File: config.mk
export PLATFORM = sky130hd
export DESIGN_NAME = sfrc_read_top
export DESIGN_NICKNAME = d
export VERILOG_FILES = /design/src/hdl/sfrc_sync.v /design/src/hdl/sfrc_opdec.v /design/src/hdl/sfrc_read_top.v
export VERILOG_INCLUDE_DIRS = /design/src /design/src/hdl
export SDC_FILE = /design/constraint.sdc
export NUM_CORES = 1
export LEC_CHECK = 0
export BUFFER_PORTS_ARGS = -buffer_cell sky130_fd_sc_hd__buf_2
export CAP_MARGIN = 25
export CORE_ASPECT_RATIO = 1.2
export CORE_MARGIN = 4
export CORE_UTILIZATION = 60
export CTS_CLUSTER_SIZE = 10
export DETAILED_ROUTE_END_ITERATION = 8
export PLACE_DENSITY = 0.85
export SLEW_MARGIN = 10
export SYNTH_ARGS = -nofsm -noshare
export SYNTH_HDL_FRONTEND = slang
export SYNTH_SLANG_ARGS = --single-unit
File: constraint.sdc
create_clock -name clk_sys_i -period 6.3 [get_ports clk_sys_i]
set_clock_uncertainty 0.2 [all_clocks]
set_input_delay 0.63 -clock clk_sys_i [delete_from_list [all_inputs] [get_ports clk_sys_i]]
set_output_delay 0.63 -clock clk_sys_i [all_outputs]
set_load 0.03 [all_outputs]
File: src/hdl/sfrc_defs.vh
`ifndef SFRC_DEFS_VH
`define SFRC_DEFS_VH

// ----------------------------------------------------------------------
// read opcodes
// ----------------------------------------------------------------------
`define SFRC_OP_READ4 8'h13
`define SFRC_OP_FAST 8'h0b
`define SFRC_OP_FAST4 8'h0c
`define SFRC_OP_DOUT 8'h3b
`define SFRC_OP_DOUT4 8'h3c
`define SFRC_OP_QOUT 8'h6b
`define SFRC_OP_QOUT4 8'h6c
`define SFRC_OP_DIO 8'hbb

// ----------------------------------------------------------------------
// data phase line widths
// ----------------------------------------------------------------------
`define SFRC_W_SINGLE 2'h0
`define SFRC_W_DUAL 2'h1
`define SFRC_W_QUAD 2'h2

// ----------------------------------------------------------------------
// clock counts
// ----------------------------------------------------------------------
`define SFRC_DUMMY_8 4'h8
`define SFRC_DUMMY_4 4'h4
`define SFRC_DUMMY_0 4'h0
`define SFRC_ACLK_S24 6'h18
`define SFRC_ACLK_S32 6'h20
`define SFRC_ACLK_D24 6'h0c
`define SFRC_ACLK_D32 6'h10
`define SFRC_CMD_LAST 3'h7
`define SFRC_GRP_LAST_S 3'h7
`define SFRC_GRP_LAST_D 3'h3
`define SFRC_GRP_LAST_Q 3'h1

// ----------------------------------------------------------------------
// reset values
// ----------------------------------------------------------------------
`define SFRC_PIN_RST 6'h02
`define SFRC_LINES_RST 4'h0
`define SFRC_ADDR_RST 32'h00000000
`define SFRC_BYTE_RST 8'h00

`endif

File: src/hdl/sfrc_sync.v
`timescale 1ns/100ps

module sfrc_sync #(
    parameter integer W = 1,
    parameter [W-1:0] RST_VAL = {W{1'b0}}
) (
    // clock and reset
    input wire clk_sys_i,
    input wire sys_rst_i,
    // pins
    input wire [W-1:0] async_i,
    output wire [W-1:0] sync_o
);

// ----------------------------------------------------------------------
// two flops per bit, the first read only by the second
// ----------------------------------------------------------------------
genvar g;
generate
    for (g = 0; g < W; g = g + 1) begin : g_bit
        reg meta_q;
        reg sync_q;
        always @(posedge clk_sys_i) begin
            if (sys_rst_i) begin
                meta_q <= RST_VAL[g];
                sync_q <= RST_VAL[g];
            end else begin
                meta_q <= async_i[g];
                sync_q <= meta_q;
            end
        end
        assign sync_o[g] = sync_q;
    end
endgenerate

endmodule // sfrc_sync

File: src/hdl/sfrc_opdec.v
`timescale 1ns/100ps
`include "sfrc_defs.vh"

module sfrc_opdec (
    // opcode in
    input wire [7:0] opcode_i,
    // attributes out
    output reg known_o,
    output reg force32_o,
    output reg need_std_o,
    output reg need_qe_o,
    output reg addr_dual_o,
    output reg mode_bits_o,
    output reg [3:0] dummy_o,
    output reg [1:0] width_o
);

// ----------------------------------------------------------------------
// opcode table
// ----------------------------------------------------------------------
always @* begin
    known_o = 1'b1;
    force32_o = 1'b0;
    need_std_o = 1'b0;
    need_qe_o = 1'b0;
    addr_dual_o = 1'b0;
    mode_bits_o = 1'b0;
    dummy_o = `SFRC_DUMMY_8;
    width_o = `SFRC_W_SINGLE;
    case (opcode_i)
        `SFRC_OP_READ4: begin
            force32_o = 1'b1;
            need_std_o = 1'b1;
            dummy_o = `SFRC_DUMMY_0;
        end
        `SFRC_OP_FAST: begin
            dummy_o = `SFRC_DUMMY_8;
        end
        `SFRC_OP_FAST4: begin
            force32_o = 1'b1;
            need_std_o = 1'b1;
        end
        `SFRC_OP_DOUT: begin
            width_o = `SFRC_W_DUAL;
            dummy_o = `SFRC_DUMMY_8;
        end
        `SFRC_OP_DOUT4: begin
            width_o = `SFRC_W_DUAL;
            force32_o = 1'b1;
            need_std_o = 1'b1;
        end
        `SFRC_OP_QOUT: begin
            width_o = `SFRC_W_QUAD;
            need_qe_o = 1'b1;
            dummy_o = `SFRC_DUMMY_8;
        end
        `SFRC_OP_QOUT4: begin
            width_o = `SFRC_W_QUAD;
            need_qe_o = 1'b1;
            force32_o = 1'b1;
            need_std_o = 1'b1;
        end
        `SFRC_OP_DIO: begin
            width_o = `SFRC_W_DUAL;
            addr_dual_o = 1'b1;
            mode_bits_o = 1'b1;
            dummy_o = `SFRC_DUMMY_4;
        end
        default: begin
            known_o = 1'b0;
        end
    endcase
end

endmodule // sfrc_opdec

File: src/hdl/sfrc_read_top.v
`timescale 1ns/100ps
`include "sfrc_defs.vh"

// Functional notes
// - opcode 13h always takes 32-bit address
// - forced 32-bit read ignored while busy
// - 13h accepted only in standard mode
// - 0Bh has eight dummy clocks, output ignored
// - address 24 or 32 bits by mode
// - 0Ch is 0Bh with 32-bit address
// - 3Bh data on two lines
// - 3Bh has eight dummy clocks
// - 3Ch is 3Bh with 32-bit address
// - 6Bh data on four lines
// - 6Bh refused unless quad enable set
// - 6Bh has eight dummy clocks
// - 6Ch is 6Bh with 32-bit address
// - BBh address two bits per clock
// - BBh has four dummy clocks
// - sample rising, shift falling, MSB first
// - address advances after each byte
// - chip select high ends read, release lines
// - 24-bit address takes extended address byte

module sfrc_read_top (
    // clock and reset
    input wire clk_sys_i,
    input wire sys_rst_i,
    // spi pins from the host
    input wire spi_sclk_i,
    input wire spi_cs_n_i,
    input wire [3:0] data_line_i,
    output reg [3:0] data_line_o,
    output reg [3:0] data_line_oe_o,
    // device state
    input wire busy_i,
    input wire quad_line_enable_i,
    input wire addr_mode_4byte_i,
    input wire spi_std_mode_i,
    input wire [7:0] ext_addr_i,
    // array read port
    output reg mem_rd_o,
    output reg [31:0] mem_addr_o,
    input wire [7:0] mem_data_i,
    // status
    output wire rd_active_o,
    output wire rd_ignored_o,
    output wire [7:0] continuous_mode_bits_o
);

// ----------------------------------------------------------------------
// states
// ----------------------------------------------------------------------
localparam [2:0] ST_CMD = 3'h0;
localparam [2:0] ST_ADDR = 3'h1;
localparam [2:0] ST_DUMMY = 3'h2;
localparam [2:0] ST_DATA = 3'h3;
localparam [2:0] ST_IGN = 3'h4;

// ----------------------------------------------------------------------
// helpers
// ----------------------------------------------------------------------
// last group index of a byte for a given width
function [2:0] grp_last;
    input [1:0] w;
    begin
        case (w)
            `SFRC_W_DUAL: grp_last = `SFRC_GRP_LAST_D;
            `SFRC_W_QUAD: grp_last = `SFRC_GRP_LAST_Q;
            default: grp_last = `SFRC_GRP_LAST_S;
        endcase
    end
endfunction

// drive pattern {oe, data} for the top bits of a byte
function [7:0] lines_of;
    input [1:0] w;
    input [7:0] b;
    begin
        case (w)
            `SFRC_W_DUAL: lines_of = {4'h3, 2'h0, b[7], b[6]};
            `SFRC_W_QUAD: lines_of = {4'hf, b[7:4]};
            default: lines_of = {4'h2, 2'h0, b[7], 1'b0};
        endcase
    end
endfunction

// byte after one group has left
function [7:0] shift_of;
    input [1:0] w;
    input [7:0] b;
    begin
        case (w)
            `SFRC_W_DUAL: shift_of = {b[5:0], 2'h0};
            `SFRC_W_QUAD: shift_of = {b[3:0], 4'h0};
            default: shift_of = {b[6:0], 1'b0};
        endcase
    end
endfunction

// ----------------------------------------------------------------------
// pin synchronisers
// ----------------------------------------------------------------------
wire [5:0] pins_s;
wire sclk_s;
wire cs_n_s;
wire [3:0] din_s;

sfrc_sync #(
    .W(6),
    .RST_VAL(`SFRC_PIN_RST)
) u_sync (
    .clk_sys_i(clk_sys_i),
    .sys_rst_i(sys_rst_i),
    .async_i({data_line_i, spi_cs_n_i, spi_sclk_i}),
    .sync_o(pins_s)
);

assign sclk_s = pins_s[0];
assign cs_n_s = pins_s[1];
assign din_s = pins_s[5:2];

// edges of the host clock; it must run well below the system clock
reg sclk_d_q;
wire sclk_rise;
wire sclk_fall;

always @(posedge clk_sys_i) begin
    if (sys_rst_i) begin
        sclk_d_q <= 1'b0;
    end else begin
        sclk_d_q <= sclk_s;
    end
end

assign sclk_rise = sclk_s & ~sclk_d_q;
assign sclk_fall = ~sclk_s & sclk_d_q;

// ----------------------------------------------------------------------
// opcode decode
// ----------------------------------------------------------------------
reg [6:0] cmd_q;
wire [7:0] opcode_w;
wire dec_known;
wire dec_force32;
wire dec_need_std;
wire dec_need_qe;
wire dec_addr_dual;
wire dec_mode_bits;
wire [3:0] dec_dummy;
wire [1:0] dec_width;
wire dec_accept;

assign opcode_w = {cmd_q, din_s[0]};

sfrc_opdec u_dec (
    .opcode_i(opcode_w),
    .known_o(dec_known),
    .force32_o(dec_force32),
    .need_std_o(dec_need_std),
    .need_qe_o(dec_need_qe),
    .addr_dual_o(dec_addr_dual),
    .mode_bits_o(dec_mode_bits),
    .dummy_o(dec_dummy),
    .width_o(dec_width)
);

// a refused read parks in the ignore state and touches nothing else
assign dec_accept = dec_known & ~busy_i
    & (~dec_need_std | spi_std_mode_i)
    & (~dec_need_qe | quad_line_enable_i);

// ----------------------------------------------------------------------
// read sequencer
// ----------------------------------------------------------------------
reg [2:0] state_q;
reg [5:0] cnt_q;
reg [31:0] addr_q;
reg [31:0] rd_addr_q;
reg long_q;
reg dual_addr_q;
reg mode_bits_q;
reg [3:0] dummy_q;
reg [1:0] width_q;
reg [7:0] cont_mode_q;
reg [7:0] cur_q;
reg [7:0] nxt_q;
reg [2:0] grp_q;
reg fetch_q;
wire [5:0] aclk_last;
wire [31:0] addr_nx;
wire [31:0] full_addr;
wire [7:0] src_byte;
wire [7:0] drive_w;

assign aclk_last = dual_addr_q ?
    ((long_q ? `SFRC_ACLK_D32 : `SFRC_ACLK_D24) - 6'h01) :
    ((long_q ? `SFRC_ACLK_S32 : `SFRC_ACLK_S24) - 6'h01);
assign addr_nx = dual_addr_q ? {addr_q[29:0], din_s[1], din_s[0]} :
    {addr_q[30:0], din_s[0]};
assign full_addr = long_q ? addr_nx : {ext_addr_i, addr_nx[23:0]};
assign src_byte = (grp_q == 3'h0) ? nxt_q : cur_q;
assign drive_w = lines_of(width_q, src_byte);

always @(posedge clk_sys_i) begin
    mem_rd_o <= 1'b0;
    if (sys_rst_i | cs_n_s) begin
        state_q <= ST_CMD;
        cnt_q <= 6'h00;
        cmd_q <= 7'h00;
        addr_q <= `SFRC_ADDR_RST;
        rd_addr_q <= `SFRC_ADDR_RST;
        mem_addr_o <= `SFRC_ADDR_RST;
        long_q <= 1'b0;
        dual_addr_q <= 1'b0;
        mode_bits_q <= 1'b0;
        dummy_q <= `SFRC_DUMMY_0;
        width_q <= `SFRC_W_SINGLE;
        cont_mode_q <= `SFRC_BYTE_RST;
        cur_q <= `SFRC_BYTE_RST;
        nxt_q <= `SFRC_BYTE_RST;
        grp_q <= 3'h0;
        fetch_q <= 1'b0;
        data_line_o <= `SFRC_LINES_RST;
        data_line_oe_o <= `SFRC_LINES_RST;
    end else begin
        fetch_q <= 1'b0;
        if (fetch_q) begin
            nxt_q <= mem_data_i;
        end
        case (state_q)
            ST_CMD: begin
                if (sclk_rise) begin
                    cmd_q <= opcode_w[6:0];
                    cnt_q <= cnt_q + 6'h01;
                    if (cnt_q[2:0] == `SFRC_CMD_LAST) begin
                        cnt_q <= 6'h00;
                        long_q <= dec_force32 | addr_mode_4byte_i;
                        dual_addr_q <= dec_addr_dual;
                        mode_bits_q <= dec_mode_bits;
                        dummy_q <= dec_dummy;
                        width_q <= dec_width;
                        state_q <= dec_accept ? ST_ADDR : ST_IGN;
                    end
                end
            end
            ST_ADDR: begin
                if (sclk_rise) begin
                    addr_q <= addr_nx;
                    cnt_q <= cnt_q + 6'h01;
                    if (cnt_q == aclk_last) begin
                        cnt_q <= 6'h00;
                        if (dummy_q == `SFRC_DUMMY_0) begin
                            state_q <= ST_DATA;
                            mem_rd_o <= 1'b1;
                            mem_addr_o <= full_addr;
                            rd_addr_q <= full_addr + 32'h00000001;
                            fetch_q <= 1'b1;
                        end else begin
                            rd_addr_q <= full_addr;
                            state_q <= ST_DUMMY;
                        end
                    end
                end
            end
            ST_DUMMY: begin
                // line values are ignored here except the mode byte of dual I/O
                if (sclk_rise) begin
                    if (mode_bits_q) begin
                        cont_mode_q <= {cont_mode_q[5:0], din_s[1], din_s[0]};
                    end
                    cnt_q <= cnt_q + 6'h01;
                    if (cnt_q[3:0] == dummy_q - 4'h1) begin
                        cnt_q <= 6'h00;
                        state_q <= ST_DATA;
                        mem_rd_o <= 1'b1;
                        mem_addr_o <= rd_addr_q;
                        rd_addr_q <= rd_addr_q + 32'h00000001;
                        fetch_q <= 1'b1;
                    end
                end
            end
            ST_DATA: begin
                // lines turn to outputs only at the first falling edge
                if (sclk_fall) begin
                    data_line_oe_o <= drive_w[7:4];
                    data_line_o <= drive_w[3:0];
                    cur_q <= shift_of(width_q, src_byte);
                    if (grp_q == grp_last(width_q)) begin
                        grp_q <= 3'h0;
                    end else begin
                        grp_q <= grp_q + 3'h1;
                    end
                    if (grp_q == 3'h0) begin
                        mem_rd_o <= 1'b1;
                        mem_addr_o <= rd_addr_q;
                        rd_addr_q <= rd_addr_q + 32'h00000001;
                        fetch_q <= 1'b1;
                    end
                end
            end
            ST_IGN: begin
                cnt_q <= 6'h00;
            end
            default: begin
                state_q <= ST_IGN;
            end
        endcase
    end
end

// ----------------------------------------------------------------------
// status
// ----------------------------------------------------------------------
assign rd_active_o = (state_q == ST_DATA);
assign rd_ignored_o = (state_q == ST_IGN);
assign continuous_mode_bits_o = cont_mode_q;

endmodule // sfrc_read_top

# Word-level counts from Yosys, hierarchy flattened

Index checks and enable logic that the tools add are counted.

Output and inout bits: 51
Word-level logic and storage cells: 153
Register bits after elaboration: 164

Reductions and logical operators: 19
Bitwise operators: 15
Muxes and demuxes: 59
$add $sub $neg: 7
Equal/unequal tests: 27

Operators with widths:

| operator                                             | number |
|---|---|
| two-way mux 32 bit                                   | 16 |
| case mux 32 bit (3 select lines)                     | 2 |
| adder 32 x 1 -> 32 bit (second input constant)       | 2 |
| two-way mux 6 bit                                    | 8 |
| two-way mux 3 bit                                    | 11 |
| case mux 8 bit (2 select lines)                      | 2 |
| case mux 6 bit (4 select lines)                      | 1 |
| equality test 8 x 4 -> 1 bit (second input constant) | 2 |
| equality test 8 x 6 -> 1 bit (second input constant) | 2 |
| equality test 8 x 7 -> 1 bit (second input constant) | 2 |
| != test 2 bit (second input constant)                | 7 |
| AND reduction 7 bit                                  | 2 |
| two-way mux 1 bit                                    | 12 |
| case mux 3 bit (4 select lines)                      | 1 |
| equality test 8 x 5 -> 1 bit (second input constant) | 1 |
| equality test 8 bit (second input constant)          | 1 |
| two-way mux 8 bit                                    | 1 |
| case mux 4 bit (2 select lines)                      | 1 |
| AND reduction 8 bit                                  | 1 |
| OR reduction 8 bit                                   | 1 |
| adder 6 x 1 -> 6 bit (second input constant)         | 1 |
| equality test 3 x 2 -> 1 bit (second input constant) | 2 |
| equality test 3 bit (second input constant)          | 2 |
| equality test 6 bit                                  | 1 |
| other kinds (27)                                     | 45 |

# Logic depth before layout (Yosys ltp)

Depth in word-level cells: 11
Mapped depth: 14
Gate-level depth less buffers: 11

# Cells and area by module

A second synthesis with hierarchy kept.

Cell total of the unflattened synthesis: 1161
Area total of the unflattened synthesis: 9206.3 um2

Modules (own cells, without submodules):

| module        | area each (um2) | instances | cells an instance |
|---|---|---|---|
| sfrc_read_top | 8583.2          | 1         | 1090 |
| sfrc_sync     | 371.6           | 1         | 31 |
| sfrc_opdec    | 251.5           | 1         | 40 |

# Worst setup path before layout

OpenSTA, ideal clock, no wires.

Path type: register to register
From: reg dummy_q[2]
To: reg rd_addr_q[13]
Clock period less this slack: 2.858 ns
Cell stages (with the launch flop): 13
Setup slack: 3.442 ns
Arrival time: 2.563 ns
Path buffers: 3
Path through: dfxtp_1 buf_6 buf_12 buf_4 inv_1 ha_1 nand3_1 a2111oi_4 and2_1 nor3b_1 xnor2_1 nand2_1 a221oi_1

Word-level cells in the longest chain between the ends: 5
Elaborated cells between the ends (all ways): 9
Those cells by class: add/sub: 1; eq/ne: 2; mux: 4; reduce/logical: 2

Ends and longest elaborated chain:

| what                                                                              | RTL line            | RTL |
|---|---|---|
| start: declaration                                                                | sfrc_read_top.v:183 | `reg [3:0] dummy_q;` |
| start signal: assignment                                                          | sfrc_read_top.v:217 | `` dummy_q <= `SFRC_DUMMY_0; `` |
| start signal: assignment                                                          | sfrc_read_top.v:241 | `dummy_q <= dec_dummy;` |
| parallel branches: the longest is 5 deep, another holds subtractor 4 x 1 -> 4 bit | n/a                 |  |
| end signal: assignment                                                            | sfrc_read_top.v:257 | `rd_addr_q <= full_addr + 32'h00000001;` |
| end signal: assignment                                                            | sfrc_read_top.v:260 | `rd_addr_q <= full_addr;` |
| end signal: assignment                                                            | sfrc_read_top.v:278 | `rd_addr_q <= rd_addr_q + 32'h00000001;` |
| end: declaration                                                                  | sfrc_read_top.v:179 | `reg [31:0] rd_addr_q;` |

Parallel ways; which one is timed is not known. The select of a mux whose other input is x is not followed.
A chain may end at the register's enable or synchronous reset.

# Worst setup path after layout

From: reg dummy_q[2]
To: reg rd_addr_q[30]

The elaborated chain is that of the path after synthesis.

==> summary.md <==
| Metric | Value |
|---|---|
| Result of the run | complete, no violations |
| Vertical extent of the die | approximately 140 um |
| Antenna violations before repair | 0 |
| Pin slew with the least headroom to its limit | 1030 ps |
| Sequential-to-total area share from yosys stat | 36.5% |
| Global-route wire length before repair | 37,000 um |
| Post-route non-filler standard cell count | 1,309 |
| Number of synthesized flops with an enable pin | 0 |
| Fraction of layout instances using a drive strength above 1 | 12.6% |
| Worst slew margin relative to its limit | 31.3% |
| Final net count | 1,159 |
| Share of the cycle needed by the critical path after routing | 59.7% |
| Final worst slack | roughly 2500 ps |
| Post-synthesis instance total | between 1,000 and 1,500 |
| Pwr Density | 220 mW/mm2 |
| Combinational family with the most area after synthesis | simple AND/OR/NAND/NOR gates |
| Compound-gate portion of the synthesized area | 21.2% |
| Predominant post-synthesis flop cell | dfxtp_1 |
| Congestion Overflow GR | 0 |
| Crit path kind | flip-flop to flip-flop |
| Final hold viol count | 0 |
| Combined area of all synthesized cells | 0.00871 mm2 |
| Commonest non-fill, non-tap cells in the layout | 158 x dfxtp_1, 139 x nor2_1, 118 x nand2_1 |
| RSZ-0062 raised after global routing | no |
| Starting DRT DRC Count | 1,081 |
| Detailed Route WL | 22,100 um |
| Total Die Area | about 0.017 mm2 |
| Total clock sinks | 159 |
| Post-detailed-route count of antenna-violating nets | 0 |
| Count of final setup violators | 0 |
| Final weighted congestion of routability-driven global placement | 0.907 |
| Post-DR vias/cell | 6.31 |
| Placed cells | 1,275 |
| R2r worst-path depth | 8 |
| Min-Delay Path Class | input pin to flip-flop |
| Net count after synthesis | 1,138 |
| Via count of the routed design | 8,254 |
| Via count of the first global-routing pass | 7,519 |
| Worst-skew pair later-pin latency | around 440 ps |
| Routed wirelength normalized by instance count | 16.9 um |
| Avg Synthesized Cell Area | ~7.9 um2 |
| Critical path launch point type | flip-flop |
| Multiplexer area fraction after synthesis | around 6.7% |
| Maxcap violations | 0 |
| Core Region | 0.0143 mm2 |
| Critical path buffers and inverters | 1 |
| CTS root buf | clkbuf_16 |
| Synth warnings | 0 |
| Number of gates resized after CTS | 0 |
| Post-detail-place hpwl | 14,600 um |
| Largest stage delay on the critical path | around 690 ps |
| M1 GR Usage | between 30% and 40% |
| First-pass DRT Iterations | 7 |
| Worst Path Arrival | 3920 ps |
| Postcts setup bufs | 0 |
| Maximum achievable frequency | between 0.2 and 0.3 GHz |
| Layout filler cell count | 1,161 |
| Global Route met3 Usage | 5.37% |
| Synth Area in Adders | 1.44% |
| Cell family with the largest share of critical-path delay | simple AND/OR/NAND/NOR gates |
| Area fraction in and, or, nand and nor cells after synthesis | 24.9% |
| Post-layout minimum cycle time | ~3800 ps |
| Max-slew violation total from the final report | 0 |
| Post-CTS Hold Buffers | 0 |
| Most used routing layer | met2 |
| Maximum clock path buffer count | 2 |
| Largest net degree at the start of global routing | 104 |
| Reg-to-reg setup timing slack | 2540 ps |
| Leading cell type in the layout, fill and taps excluded | dfxtp_1 |
| Number of logic stages on the critical path including buffering | 8 |
| Peak supply drop | 0.000180 V |
| Post-synthesis sequential element count | 159 |
| Count of buffers from port buffering | 76 |
| Die boundary width | 118 um |
| Met2 Track Usage GR | around 44% |
| Number of cell rows | 48 |
| Clock tree from TritonCTS | done |
| Initial standard-cell utilization of the core | just over 60% |
| Worst r2r src | dummy_q[2] |
| Setup TNS | 0 ps |
| Required time reported for the critical path endpoint | 6460 ps |
| Hold_ws | 185 ps |
| Critical-path cell list | buf_4 > and4bb_2 > a21oi_1 > a21oi_2 > nand2_1 > nor2_1 > o21ai_0 > a31oi_1 |
| XOR/XNOR Fraction of Synth Area | about 4.0% |
| Synth-to-Final Area Change | 11.1% |
| Reg-to-reg endpoint | rd_addr_q[30] |
| Setup WS pre-CTS | 2620 ps |
| Count of cell types in the netlist | 72 |
| Max stage delay cell, worst path | nor2_1 |
| TritonCTS buffer count | 17 |
| DRC errors left | 0 |
| Clock-pin slew reported for the worst setup and hold paths after clock tree synthesis | 70 ps |
| Antenna diode instance count | 0 |
| I/O pin total | 79 |
| Endpoint of the most critical setup path | rd_addr_q[30] |
| Post-synthesis async set-or-reset flop share | 0% |
| Setup crit end kind | flip-flop |
| Crit path launch | dummy_q[2] |
| Core occupancy in the finished layout | 67.7% |
| CTS H-Tree Depth | 4 |
| Crit Path Max Fanout | 54 |
| Overall routing resource usage | a little over a quarter |
| Pleak | 3.27 nW |
## cell type report
type                    count  area [um2]  share of cell area (%)
repair buffers             86         479                    4.95
multi-input cells         837        5100                    52.7
clock buffers              18         439                    4.54
inverters                  20        75.1                   0.776
flip-flops and latches    159        3180                    32.9
well taps                 175         219                    2.26
clock inverters            14         183                    1.89
## synth_stat cells (all sizes together), types with 8 or more instances
library cell	number	share of area, %
buf	19	1.5
o21ai	48	2.8
xor2	20	2.0
and2	9	0.65
nor3	37	2.2
inv	20	0.86
mux2i	57	6.5
xnor2	20	2.0
nand4	12	1.1
a31oi	13	0.93
dfxtp	159	37
and3	8	0.57
ha	10	1.4
a211oi	53	4.6
nand2b	9	0.65
clkbuf	65	2.8
nand3	45	2.6
o211ai	14	1.2
nor2b	19	1.4
a21oi	97	5.7
nand2	120	5.3
nor2	141	6.1
## power by group
part           leakage [nW]  internal, mW  switching, mW
combinational          1.69        0.0126         0.0207
clock                 0.294         0.640          0.448
sequential             1.28          1.01        0.00238
## metal layers
layer	routed length, um	part of all wire, %	up-vias
met3	1310	5.9	64
met4	712	3.2	0
met2	10600	48	351
met5	0	0	-
li1	-	-	3983
met1	9490	43	3856
## logic make-up after synthesis
logic type	count (synthesis)
compound gates	285
simple gates	444
fa+ha+maj	10
flops	159
buf+inv	104
mux	58
xor+xnor	40
## worst register-to-register path: cells and delay by family, from the launching register on
kind	cells	cell delay, ps
compound gates	4	840
buf+inv	1	590
flops	1	330
simple gates	3	1740
## through the flow
stage,total power [mW],instance area (um2)
floorplan,1.05,8710
global route,2.18,9680
finish,2.13,9680
detailed placement,1.07,9010
global placement,1.06,9010
CTS,2.14,9640
## how the worst min path moves through the flow
| stage | start | endpoint | depth (start not counted) |
|---|---|---|---|
| 2_1_floorplan | u_sync.g_bit[1].meta_q | u_sync.g_bit[1].sync_q | 1 |
| 3_3_place_gp | u_sync.g_bit[1].meta_q | u_sync.g_bit[1].sync_q | 1 |
| 3_5_place_dp | u_sync.g_bit[1].meta_q | u_sync.g_bit[1].sync_q | 1 |
| 4_1_cts | spi_cs_n_i | u_sync.g_bit[1].meta_q | 2 |
| 5_1_grt | spi_cs_n_i | u_sync.g_bit[1].meta_q | 2 |
| 6_report | spi_cs_n_i | u_sync.g_bit[1].meta_q | 2 |
## registers in the layout, indices dropped and copies added (netlist names), 2 cells and up
signal,count
mem_addr_o,32
rd_addr_q,32
addr_q,31
continuous_mode_bits_o,8
nxt_q,8
cmd_q,7
cur_q,7
cnt_q,6
data_line_o,4
u_sync.g_bit.meta_q,4
u_sync.g_bit.sync_q,4
data_line_oe_o,3
grp_q,3
state_q,3
dummy_q,2
width_q,2
Power figures use the tool's default switching activity.
